## src/inc/cgis_pkg.sv

```systemverilog
// Operation
// - dac codes below zero-gain drop 1 dB each
// - dac codes above zero-gain add 1 dB each
// - top bits 10 select sidetone/buffer, bit2 read-only
// - sidetone field 111 mutes, else -3 dB steps
// - buffer gain 0, 6, 12, 24 dB
// - top bits 11 select read-only version id
// - input select routes one of four inputs
// - group reads cycle adc, dac, sidetone, id
// - adc and dac gain reset to 101010
// - all-ones dac code mutes dac path
package cgis_pkg;
    // ----------------------------------------
    // register map (byte addresses)
    // ----------------------------------------
    localparam logic [11:0] GAIN_GROUP_OFFSET = 12'h000;
    localparam logic [11:0] INPUT_ROUTING_OFFSET = 12'h004;
    localparam logic [11:0] DECODED_STATUS_OFFSET = 12'h008;

    // ----------------------------------------
    // field layout
    // ----------------------------------------
    localparam int SUB_SEL_MSB = 7;
    localparam int SUB_SEL_LSB = 6;
    localparam int GAIN_MSB = 5;
    localparam int ST_MSB = 5;
    localparam int ST_LSB = 3;
    localparam int IB_MSB = 1;
    localparam int AIS_MSB = 2;
    localparam int AIS_LSB = 1;

    localparam logic [1:0] SUB_ADC = 2'h0;
    localparam logic [1:0] SUB_DAC = 2'h1;
    localparam logic [1:0] SUB_SIDETONE = 2'h2;
    localparam logic [1:0] SUB_ID = 2'h3;

    // ----------------------------------------
    // reset values and codes
    // ----------------------------------------
    localparam logic [5:0] GAIN_RESET = 6'h2a;
    localparam logic [5:0] GAIN_MUTE_CODE = 6'h3f;
    localparam logic [2:0] ST_RESET = 3'h7;
    localparam logic [2:0] ST_MUTE_CODE = 3'h7;
    localparam logic [1:0] IB_RESET = 2'h0;
    localparam logic [7:0] ROUTING_RESET = 8'h00;
    // arbitrary value, not tied to any real part
    localparam logic [5:0] CHIP_VERSION_ID = 6'h05;

    typedef enum logic [1:0] {
        CGIS_IN_DIFF1 = 2'h0,
        CGIS_IN_MIC_SELF = 2'h1,
        CGIS_IN_MIC_EXT = 2'h2,
        CGIS_IN_DIFF2 = 2'h3
    } cgis_input_t;
endpackage

```

## src/inc/cgis_dec_if.sv

```systemverilog
`timescale 1ns/100ps
interface cgis_dec_if;
    logic [5:0] dac_gain_code;
    logic [2:0] sidetone_gain_code;
    logic [1:0] input_buffer_gain;
    logic [1:0] analog_input_select;
    logic [7:0] dac_gain_db;
    logic dac_mute;
    logic [7:0] sidetone_db;
    logic sidetone_mute;
    logic [4:0] buffer_db;
    logic [3:0] route_onehot;

    modport ctl (
        output dac_gain_code, sidetone_gain_code, input_buffer_gain, analog_input_select,
        input dac_gain_db, dac_mute, sidetone_db, sidetone_mute, buffer_db, route_onehot
    );
    modport dec (
        input dac_gain_code, sidetone_gain_code, input_buffer_gain, analog_input_select,
        output dac_gain_db, dac_mute, sidetone_db, sidetone_mute, buffer_db, route_onehot
    );
endinterface

```

## src/hdl/cgis_gain_dec.sv

```systemverilog
`timescale 1ns/100ps
module cgis_gain_dec
(
    cgis_dec_if.dec d
);
    import cgis_pkg::*;

    // ----------------------------------------
    // gain decode, dac and sidetone dB signed in two's complement, buffer dB unsigned
    // ----------------------------------------
    // code minus 42 gives -42..+21 dB, one dB per step
    assign d.dac_gain_db = {2'h0, d.dac_gain_code} - {2'h0, GAIN_RESET};
    assign d.dac_mute = (d.dac_gain_code == GAIN_MUTE_CODE);

    // -3 dB minus 3 dB per code step; mute code overrides
    wire [7:0] st_step = {5'h00, d.sidetone_gain_code} * 8'h03;
    assign d.sidetone_db = 8'hfd - st_step;
    assign d.sidetone_mute = (d.sidetone_gain_code == ST_MUTE_CODE);

    assign d.buffer_db = (d.input_buffer_gain == 2'h3) ? 5'h18 :
                         {1'b0, d.input_buffer_gain, 2'h0} +
                         {2'h0, d.input_buffer_gain, 1'b0};

    wire [3:0] route_base = 4'h1;
    assign d.route_onehot = route_base << d.analog_input_select;
endmodule

```

## src/hdl/cgis_regs.sv

```systemverilog
// Local design decisions: the register offsets and the APB interface to the registers.
`timescale 1ns/100ps
module cgis_regs
(
    input wire logic pclk,
    input wire logic presetn,
    input wire logic psel,
    input wire logic penable,
    input wire logic pwrite,
    input wire logic [11:0] paddr,
    input wire logic [31:0] pwdata,
    input wire logic [3:0] pstrb,
    output logic [31:0] prdata,
    output logic pready,
    output logic pslverr,
    output logic [5:0] adc_gain_code,
    output logic [7:0] dac_gain_db,
    output logic dac_mute,
    output logic [7:0] sidetone_db,
    output logic sidetone_mute,
    output logic [4:0] buffer_db,
    output cgis_pkg::cgis_input_t analog_input_select,
    output logic [3:0] route_onehot
);
    import cgis_pkg::*;

    // ----------------------------------------
    // state
    // ----------------------------------------
    logic [5:0] adc_gain_reg;
    logic [5:0] dac_gain_reg;
    logic [2:0] st_gain_reg;
    logic [1:0] ib_gain_reg;
    logic [7:0] routing_reg;
    logic [1:0] rd_ptr_reg;
    logic [1:0] rd_ptr_next;
    logic [31:0] prdata_reg;
    logic pready_reg;
    logic pslverr_reg;
    logic [7:0] dac_db_reg;
    logic dac_mute_reg;
    logic [7:0] st_db_reg;
    logic st_mute_reg;
    logic [4:0] buf_db_reg;
    logic [3:0] route_reg;

    cgis_dec_if dif();

    cgis_gain_dec u_dec (
        .d(dif)
    );

    assign dif.dac_gain_code = dac_gain_reg;
    assign dif.sidetone_gain_code = st_gain_reg;
    assign dif.input_buffer_gain = ib_gain_reg;
    assign dif.analog_input_select = routing_reg[AIS_MSB:AIS_LSB];

    // ----------------------------------------
    // apb decode
    // ----------------------------------------
    // zero wait: pready is set in setup, so the access lasts one cycle
    wire setup = psel & ~penable;
    wire access = psel & penable & pready_reg;
    wire hit_gain = (paddr == GAIN_GROUP_OFFSET);
    wire hit_route = (paddr == INPUT_ROUTING_OFFSET);
    wire hit_stat = (paddr == DECODED_STATUS_OFFSET);
    wire mapped = hit_gain | hit_route | hit_stat;
    wire wr_ok = access & pwrite & ~pslverr_reg & pstrb[0];
    wire [1:0] wr_sub = pwdata[SUB_SEL_MSB:SUB_SEL_LSB];
    wire wr_gain = wr_ok & hit_gain;
    wire wr_adc = wr_gain & (wr_sub == SUB_ADC);
    wire wr_dac = wr_gain & (wr_sub == SUB_DAC);
    wire wr_st = wr_gain & (wr_sub == SUB_SIDETONE);
    wire wr_route = wr_ok & hit_route;
    wire rd_gain = access & ~pwrite & hit_gain;

    // ----------------------------------------
    // read mux
    // ----------------------------------------
    wire [7:0] sub_adc = {SUB_ADC, adc_gain_reg};
    wire [7:0] sub_dac = {SUB_DAC, dac_gain_reg};
    // bit 2 is reserved and always reads zero
    wire [7:0] sub_st = {SUB_SIDETONE, st_gain_reg, 1'b0, ib_gain_reg};
    wire [7:0] sub_id = {SUB_ID, CHIP_VERSION_ID};
    wire [7:0] gain_rd = (rd_ptr_reg == SUB_ADC) ? sub_adc :
                         (rd_ptr_reg == SUB_DAC) ? sub_dac :
                         (rd_ptr_reg == SUB_SIDETONE) ? sub_st : sub_id;
    wire [31:0] stat_rd = {3'h0, buf_db_reg, 2'h0, st_mute_reg, dac_mute_reg,
                           route_reg, st_db_reg, dac_db_reg};
    wire [31:0] rd_word = hit_gain ? {24'h000000, gain_rd} :
                          hit_route ? {24'h000000, routing_reg} :
                          hit_stat ? stat_rd : 32'h00000000;

    // wraps back to the adc gain after the id
    assign rd_ptr_next = rd_gain ? rd_ptr_reg + 2'h1 : rd_ptr_reg;

    // ----------------------------------------
    // bus response
    // ----------------------------------------
    always_ff @(posedge pclk or negedge presetn)
    begin
        if (!presetn)
        begin
            pready_reg <= 1'b0;
            pslverr_reg <= 1'b0;
        end
        else
        begin
            pready_reg <= setup;
            pslverr_reg <= setup & ~mapped;
        end
    end

    // captured in setup and held until the next setup
    always_ff @(posedge pclk or negedge presetn)
    begin
        if (!presetn)
        begin
            prdata_reg <= 32'h00000000;
        end
        else if (setup)
        begin
            prdata_reg <= pwrite ? 32'h00000000 : rd_word;
        end
    end

    // ----------------------------------------
    // control registers
    // ----------------------------------------
    // writes with top bits 11 fall through: the id is read-only
    always_ff @(posedge pclk or negedge presetn)
    begin
        if (!presetn)
        begin
            adc_gain_reg <= GAIN_RESET;
        end
        else if (wr_adc)
        begin
            adc_gain_reg <= pwdata[GAIN_MSB:0];
        end
    end

    always_ff @(posedge pclk or negedge presetn)
    begin
        if (!presetn)
        begin
            dac_gain_reg <= GAIN_RESET;
        end
        else if (wr_dac)
        begin
            dac_gain_reg <= pwdata[GAIN_MSB:0];
        end
    end

    // bit 2 of the write data is dropped: reserved
    always_ff @(posedge pclk or negedge presetn)
    begin
        if (!presetn)
        begin
            st_gain_reg <= ST_RESET;
            ib_gain_reg <= IB_RESET;
        end
        else if (wr_st)
        begin
            st_gain_reg <= pwdata[ST_MSB:ST_LSB];
            ib_gain_reg <= pwdata[IB_MSB:0];
        end
    end

    always_ff @(posedge pclk or negedge presetn)
    begin
        if (!presetn)
        begin
            routing_reg <= ROUTING_RESET;
        end
        else if (wr_route)
        begin
            routing_reg <= pwdata[7:0];
        end
    end

    // ----------------------------------------
    // read pointer
    // ----------------------------------------
    // only completed reads of the group move it
    always_ff @(posedge pclk or negedge presetn)
    begin
        if (!presetn)
        begin
            rd_ptr_reg <= SUB_ADC;
        end
        else
        begin
            rd_ptr_reg <= rd_ptr_next;
        end
    end

    // ----------------------------------------
    // registered decode outputs
    // ----------------------------------------
    // one cycle behind the control registers, keeps outputs glitch free
    always_ff @(posedge pclk or negedge presetn)
    begin
        if (!presetn)
        begin
            dac_db_reg <= 8'h00;
            dac_mute_reg <= 1'b0;
            st_db_reg <= 8'h00;
            st_mute_reg <= 1'b1;
            buf_db_reg <= 5'h00;
            route_reg <= 4'h1;
        end
        else
        begin
            dac_db_reg <= dif.dac_gain_db;
            dac_mute_reg <= dif.dac_mute;
            st_db_reg <= dif.sidetone_db;
            st_mute_reg <= dif.sidetone_mute;
            buf_db_reg <= dif.buffer_db;
            route_reg <= dif.route_onehot;
        end
    end

    assign prdata = prdata_reg;
    assign pready = pready_reg;
    assign pslverr = pslverr_reg;
    assign adc_gain_code = adc_gain_reg;
    assign dac_gain_db = dac_db_reg;
    assign dac_mute = dac_mute_reg;
    assign sidetone_db = st_db_reg;
    assign sidetone_mute = st_mute_reg;
    assign buffer_db = buf_db_reg;
    assign analog_input_select = cgis_input_t'(routing_reg[AIS_MSB:AIS_LSB]);
    assign route_onehot = route_reg;
endmodule

```

## config.mk

```make
export PLATFORM = sky130hd
export DESIGN_NAME = cgis_regs
export DESIGN_NICKNAME = d
export VERILOG_FILES = /design/src/inc/cgis_pkg.sv /design/src/inc/cgis_dec_if.sv /design/src/hdl/cgis_gain_dec.sv /design/src/hdl/cgis_regs.sv
export SDC_FILE = /design/constraint.sdc
export NUM_CORES = 1
export LEC_CHECK = 0
export BUFFER_PORTS_ARGS = -buffer_cell sky130_fd_sc_hd__buf_2
export CAP_MARGIN = 0
export CORE_MARGIN = 1
export CORE_UTILIZATION = 50
export CTS_BUF_LIST = sky130_fd_sc_hd__clkbuf_16
export DETAILED_ROUTE_END_ITERATION = 12
export PLACE_DENSITY = 0.8
export SLEW_MARGIN = 20
export SYNTH_ARGS = -nofsm -noshare
export SYNTH_HDL_FRONTEND = slang
export SYNTH_HIERARCHICAL = 1
export SYNTH_SLANG_ARGS = --single-unit
```

## constraint.sdc

```tcl
create_clock -name pclk -period 2.2 [get_ports pclk]
set_input_delay 0.44 -clock pclk [delete_from_list [all_inputs] [get_ports pclk]]
set_output_delay 0.44 -clock pclk [all_outputs]
set_load 0.02 [all_outputs]
```

### Yosys cells after proc, flatten, opt, wreduce, memory -nomap -nowiden

Cells that the tools add are included.

* $add $sub $neg: 4
* multiply operators: 1
* equal/unequal tests: 9
* shifts and indexed selects: 1
* muxes and demuxes: 8
* bitwise gates (word level): 20
* reduce and logical (&&, ||, !) cells: 3

Operators with widths (count)
* 29-bit 2-to-1 mux: 4
* 8-bit 2-to-1 mux: 2
* 1-bit AND: 14
* 12-bit by 3-bit == test with 1-bit output (second input constant): 1
* 12-bit by 4-bit == test with 1-bit output (second input constant): 1
* 12-bit zero test: 1
* 7-bit 2-to-1 mux: 1
* 3-bit by 6-bit subtractor with 7-bit output (first input constant): 1
* 6-bit by 6-bit subtractor with 7-bit output (second input constant): 1
* 2-bit == test (second input constant): 3
* 6-bit == test (second input constant): 1
* 4-bit by 3-bit adder with 5-bit output: 1
* 3-bit by 2-bit multiplier with 5-bit output (second input constant): 1
* 5-bit 2-to-1 mux: 1
* 2-bit by 1-bit == test with 1-bit output (second input constant): 2
* 2-bit zero test: 2
* 1-bit NOT: 4
* 1-bit by 2-bit left shift with 4-bit output (first input constant): 1
* 3-bit == test (second input constant): 1
* 2-bit by 1-bit adder with 2-bit output (second input constant): 1
* 1-bit bitwise OR: 2

* flip-flop bits (word level): 88
* input port bits: 53
* output and inout port bits: 69

### Logic depth before layout (Yosys ltp)

Gate-level depths: netlist of the first run.

* depth after elaboration: 7
* depth in mapped cells: 7
* depth with buffers taken out: 6

### Cells and area by module

The synthesis of the first run kept the hierarchy.

By module, submodules not included
* cgis_regs: instances 1, cells an instance 234, area each 3259.4 µm²
* cgis_gain_dec: instances 1, cells an instance 47, area each 341.6 µm²

### Worst setup path after synthesis of the first run

OpenSTA, ideal clock, no wires.

* path kind: in2reg
* start: input paddr[5]
* end: register routing_reg[0]
* arrival time: 2.006 ns
* required time: 2.072 ns
* setup slack: 0.067 ns
* stages on the path: 5
* cells stage by stage: or4_4 nor4_2 and4_1 buf_2 mux2_1

* word-level cells in the longest chain between the ends: 2

Ends and longest elaborated chain
* start, declared: line cgis_regs.sv:10 `input wire logic [11:0] paddr,`
* 12-bit by 3-bit == test with 1-bit output: line cgis_regs.sv:65 `wire hit_route = (paddr == INPUT_ROUTING_OFFSET);`
* 1-bit AND: line cgis_regs.sv:74 `wire wr_route = wr_ok & hit_route;`
* end signal, assigned: line cgis_regs.sv:178 `routing_reg <= pwdata[7:0];`
* end, declared: line cgis_regs.sv:34 `logic [7:0] routing_reg;`

Every way passes these cells.
A chain may end at the register's enable or synchronous reset.

### Final worst setup path of the first run

* start: input paddr[5]
* end: register routing_reg[6]

Same word-level chain as after synthesis.

==> key figures, run 1 <==
Detailed routing
  • Pre-Repair DR Iteration Count: 4
  • Vias: 2,485
  • Iteration-0 DRC Markers: 88
  • Number of remaining DRC errors: 0
  • Total wire length: 7.19 mm
  • Vias per cell: 5.22
  • Drt wl/cell: 15.1 µm
  • Final ANT Viol Nets: 0

Synth
  • Post-synth top area cell: dfrtp_1
  • Cells after synthesis: 281
  • Yosys cell types: 46
  • EDFF count, synth: 0
  • Register area share after synthesis: 58.1%
  • #FFs+latches synth: 83
  • Top_reg_cell synth: dfrtp_1
  • Asr flop ratio synth: 100%
  • Top cell type's share of synthesized area: 50.0%
  • Ys Warns: 6
  • Top cells by area, synth: dfrtp_1, dfstp_2, a22o_1
  • Syn Area/Cell: 12.8 µm²
  • Post-Syn Area: 3600 µm²

Cells and area
  • Antenna fix cells: 0
  • Post-Layout Cell Count: 476
  • Filler instances: about 530
  • Max reg flops: 27
  • Fraction of layout cells with a size suffix above 1: 38.7%
  • Nets: 439
  • Final Instance Area: 4440 µm²
  • Area Overhead vs Synth: 23.3%

Worst setup path
  • Setup CP Type: input port to register
  • CP required: about 2400 ps
  • Critical Path Fanout Max: 8
  • R2R depth: 6
  • Startpoint Class: input port
  • Critical Path End Type: register
  • Crit path arrival time: 2210 ps

Clock network
  • CTS Hold Bufs: 0
  • CTS Buf Count: 9
  • Clock-pin slew on the worst setup and hold paths: 60 ps
  • Clk sink count: between 80 and 90
  • Post_cts resized: 0
  • CTS max path bufs: 2
  • Max H-tree Level: 3
  • Setup bufs post-CTS: 0
  • Skew-Pair Late Insertion Delay: 330 ps
  • Root Driver: clkbuf_16
  • TritonCTS clock tree: yes

Global route
  • Largest net degree at the start of global routing: 50
  • Antenna violations before repair: 0
  • Vias in the first global route: about 2,400
  • Overall Global Routing Usage: between 20% and 30%
  • First-pass GRT wire length: about 12 mm
  • Gr ovfl total: 0

Die
  • Area of the core: 6870 µm²
  • Initial Util: 52.4%
  • Die H: slightly below 90 µm
  • Num ports: approximately 120
  • Row count: 30
  • Die X-Extent: 86.9 µm
  • DIE AREA: 7550 µm²

STA
  • Final Setup Violations: 0
  • RSZ-0062 raised after global routing: no
  • Final Hold Viols: 0
  • Pins Over Slew Limit: 0
  • Fmax: approximately 500 MHz
  • Min Tclk post-route: a little under 2000 ps
  • Fin crit share: between 90% and 100%
  • Setup Skew: about 6.3 ps

Power and ir drop
  • Leak: 2.30 nW
  • Pwr Density: 691 nW/µm²
  • Peak VDD IR: ~400 µV

Worst hold path
  • Min-delay worst type: input port to async pin

Place
  • Final HPWL DP: 5.24 mm
  • GP Congestion: 0.785
  • Port Buffer Count: 89
  • Area after DPL: 4150 µm²
  • Placed insts: 460

Outcome
  • Run status: completed

Flow run
  • Max Cap Viol: 0
==> stage by stage <==
step	power [mW]	utilization, %	hold WS, ps	setup TNS, ps	setup WS (ps)
after floorplan	1.61	-	144	0	66.6
after global placement	1.68	60.5	408	-1480	-126
after detailed placement	1.68	60.5	413	-2220	-127
after CTS	3.10	64.6	53.8	0	205
after global routing	3.18	64.6	78.0	0	125
final	3.07	64.6	47.5	0	210
==> layer usage <==
layer | GRT usage, % | part of all wire [%] | vias up
met3 | 5.69 | 5.2 | 6
met5 | 0 | 0 | -
met1 | 27.8 | 46 | 1238
met4 | 6.21 | 0.81 | 0
met2 | 32.4 | 48 | 81
li1 | - | - | 1160
==> cell usage after synthesis, types with 2 or more instances <==
cell type / instances
mux2_2: 12
conb_1: 3
dfrtp_1: 72
o31ai_1: 8
a221o_1: 4
buf_1: 2
nor4_1: 2
nor2_1: 7
nand3_1: 3
nor2b_1: 3
xnor2_1: 5
mux2_1: 14
and2_1: 3
a22oi_1: 8
dfstp_2: 11
ha_1: 10
a21oi_1: 6
nand4b_1: 2
clkbuf_1: 5
buf_2: 2
nor4_2: 2
buf_4: 12
nand2_1: 10
buf_6: 2
nand2b_1: 14
a22o_1: 19
nor3_1: 4
inv_1: 17
a211oi_1: 2
==> area by class of cell <==
class	count	area, µm²	area share, %
sequential	83	2090	47.1
multi-input combinational	163	1320	29.7
timing repair buffer	101	563	12.7
clock buffer	9	225	5.07
tap	96	120	2.71
inverter	17	63.8	1.44
clock inverter	7	60.1	1.35
==> power breakdown <==
part / switching (mW) / internal [mW]
clock network: 0.632 / 0.782
registers: 0.00273 / 1.53
logic: 0.0831 / 0.0374
total: 0.718 / 2.35
==> final timing paths <==
| path | start | endpoint | slack [ps] |
|---|---|---|---|
| max | paddr[5] | routing_reg[6] | 210 |
| min | presetn | prdata[11] | 50 |
| max reg2reg | dif.sidetone_gain_code[1] | sidetone_db[4] | 290 |
| min reg2reg | dac_gain_reg[0] | dac_gain_db[0] | 460 |
| max in group asynchronous | presetn | adc_gain_code[1] | 1500 |
| min in group pclk | pwdata[2] | routing_reg[2] | 360 |
==> cells by family (layout without fill, tap and decap cells) <==
family	after synthesis	after routing	synth area share (%)
AOI/OAI and AO/OA	53	53	11.5
xor gates and xnor gates	7	7	1.91
adders and majority gates	11	11	4.03
buffers and inverters	40	134	5.91
DFF	83	83	58.1
muxes	26	26	8.13
other	3	8	0.313
and+or+nand+nor	58	58	10.1
==> critical path, cell delays in order <==
cell and delay [ps]:
buf_2 110, or4_4 530, nor4_2 250, buf_4 170, and4_1 250, buf_12 140, mux2_1 320
==> cells in the final DEF, fill, tap and decap left out, types with 9 or more instances in the layout <==
| cell type | instances |
|---|---|
| dfrtp_1 | 72 |
| inv_1 | 17 |
| nand2b_1 | 14 |
| mux2_2 | 12 |
| buf_4 | 11 |
| clkbuf_16 | 9 |
| nand2_1 | 10 |
| buf_2 | 88 |
| ha_1 | 10 |
| dfstp_2 | 11 |
| a22o_1 | 19 |
| mux2_1 | 14 |
(Power assumes the default switching activity.)
==> run 2, diff against run 1 <==
Settings changed: PLACE_DENSITY 0.8 to 0.9.
==> key figures, run 2 (synthesis gave the netlist of run 1 again) <==
Die
  • Area of the core: 6870 µm²
  • Die X-Extent: 86.9 µm
  • DIE AREA: 7550 µm²
  • Num ports: 122
  • Die H: just under 90 µm
  • Row count: 30
  • Initial Util: 52.4%

Global route
  • Gr ovfl total: 0
  • First-pass GRT wire length: 12.6 mm
  • Largest net degree at the start of global routing: 38
  • Antenna violations before repair: 0
  • Vias in the first global route: between 2,000 and 3,000
  • Overall Global Routing Usage: between 20 and 25%

Flow run
  • Max Cap Viol: 0

Cells and area
  • Commonest non-fill, non-tap cell in the layout: buf_2
  • Antenna fix cells: 0
  • Filler instances: 518
  • Commonest non-fill, non-tap cells in the layout: buf_2, dfrtp_1, a22o_1
  • Flip-flop and latch area: 2090 µm²
  • Max reg flops: 27
  • Nets: 440
  • Area Overhead vs Synth: 24.8%
  • Area of the multi-input gates: 1320 µm²
  • Fraction of layout cells with a size suffix above 1: 38.1%

Worst setup path
  • Critical Path End Type: register
  • Reg2Reg Capture Point: sidetone_db[4]
  • R2R setup slack: 300 ps
  • Startpoint Class: input port
  • Crit path arrival time: roughly 2300 ps
  • CP endpoint: routing_reg[7]
  • Reg2Reg Launch Point: dif.sidetone_gain_code[1]
  • Critical Path Fanout Max: 8
  • Crit. Startpoint: paddr[5]
  • R2R depth: 6
  • CP required: 2410 ps
  • Setup CP Type: input port to register

Detailed routing
  • Iteration-0 DRC Markers: 152
  • Vias per cell: 5.41
  • Vias: 2,582
  • Number of remaining DRC errors: 0
  • Final ANT Viol Nets: 0
  • Pre-Repair DR Iteration Count: 4
  • Total wire length: between 7 and 8 mm
  • Drt wl/cell: 16.3 µm

Clock network
  • Post_cts resized: 0
  • Clk sink count: 83
  • CTS max path bufs: 2
  • TritonCTS clock tree: yes
  • Clock-pin slew on the worst setup and hold paths: roughly 60 ps
  • CTS Hold Bufs: 0
  • Max H-tree Level: 3
  • CTS Buf Count: 9
  • Setup bufs post-CTS: 0
  • Root Driver: clkbuf_16
  • Skew-Pair Late Insertion Delay: 330 ps

Outcome
  • Run status: completed

Place
  • Port Buffer Count: 89
  • Final HPWL DP: 5.67 mm
  • GP Congestion: 0.831

Power and ir drop
  • Peak VDD IR: 483 µV
  • Leak: about 2.3 nW
  • Pwr Density: between 700 and 800 nW/µm²

STA
  • Final Hold Viols: 0
  • Fin crit share: 94.8%
  • Final Setup Violations: 0
  • Fmax: 479 MHz
  • Hold WS: 28.5 ps
  • Pins Over Slew Limit: 0
  • Setup Skew: 6.37 ps
  • Min Tclk post-route: 2090 ps
  • RSZ-0062 raised after global routing: no
  • Setup TNS: 0 ps

Worst hold path
  • Min-delay worst type: input port to async pin
## run 2: cell count changes in the layout (fill, tap and decap cells not counted), sizes merged
cell,delta
buf,+1
bufinv,+3
clkinv,-1
inv,-2
## run 2: cell type report
| cell class | count | share of cell area (%) |
|---|---|---|
| Sequential cell | 83 | 46.5 |
| Multi-Input combinational cell | 163 | 29.3 |
| Timing Repair Buffer | 102 | 12.7 |
| Clock buffer | 9 | 5.01 |
| Tap cell | 96 | 2.67 |
| Clock inverter | 7 | 2.42 |
| Inverter | 17 | 1.42 |
## run 2: critical path, stage by stage
cell    delay, ps
buf_2         110
or4_4         530
nor4_2        320
buf_4         180
and4_1        250
buf_12        140
mux2_1        320
## run 2: power by group
part           total (mW)  internal, mW  switching (mW)
Clock                1.68          1.10           0.581
Combinational       0.126        0.0385          0.0873
Sequential           1.54          1.53         0.00265
## run 2: metal layers
metal / up-vias / global-route usage, % / share of wire, %
met3: 18 / 4.27 / 6.0
met2: 102 / 36.2 / 49
met5: - / 0 / 0
met1: 1296 / 29.1 / 42
met4: 0 / 12.7 / 2.8
li1: 1166 / - / -
## run 2: worst min-delay path by stage
| stage | startpoint | end | slack [ps] | cells past startpoint |
|---|---|---|---|---|
| final | presetn | routing_reg[0] | 30 | 1 |
| after global routing | presetn | routing_reg[0] | 60 | 1 |
| after CTS | presetn | routing_reg[0] | 30 | 1 |
| after detailed placement | presetn | routing_reg[2] | 390 | 1 |
| after global placement | presetn | adc_gain_code[0] | 380 | 1 |
| after floorplan | presetn | adc_gain_code[0] | 140 | 0 |
## run 2: metrics by stage
| step | setup WS [ps] | cell area, µm² | total power [mW] | util (%) | std cells |
|---|---|---|---|---|---|
| final | 114 | 4500 | 3.34 | 65.4 | 477 |
| after global routing | 51.9 | 4500 | 3.45 | 65.4 | 477 |
| after CTS | 108 | 4500 | 3.36 | 65.4 | 477 |
| after detailed placement | -225 | 4160 | 1.69 | 60.6 | 461 |
| after global placement | -178 | 4160 | 1.68 | 60.6 | 461 |
| after floorplan | 66.6 | 3620 | 1.61 | - | 286 |
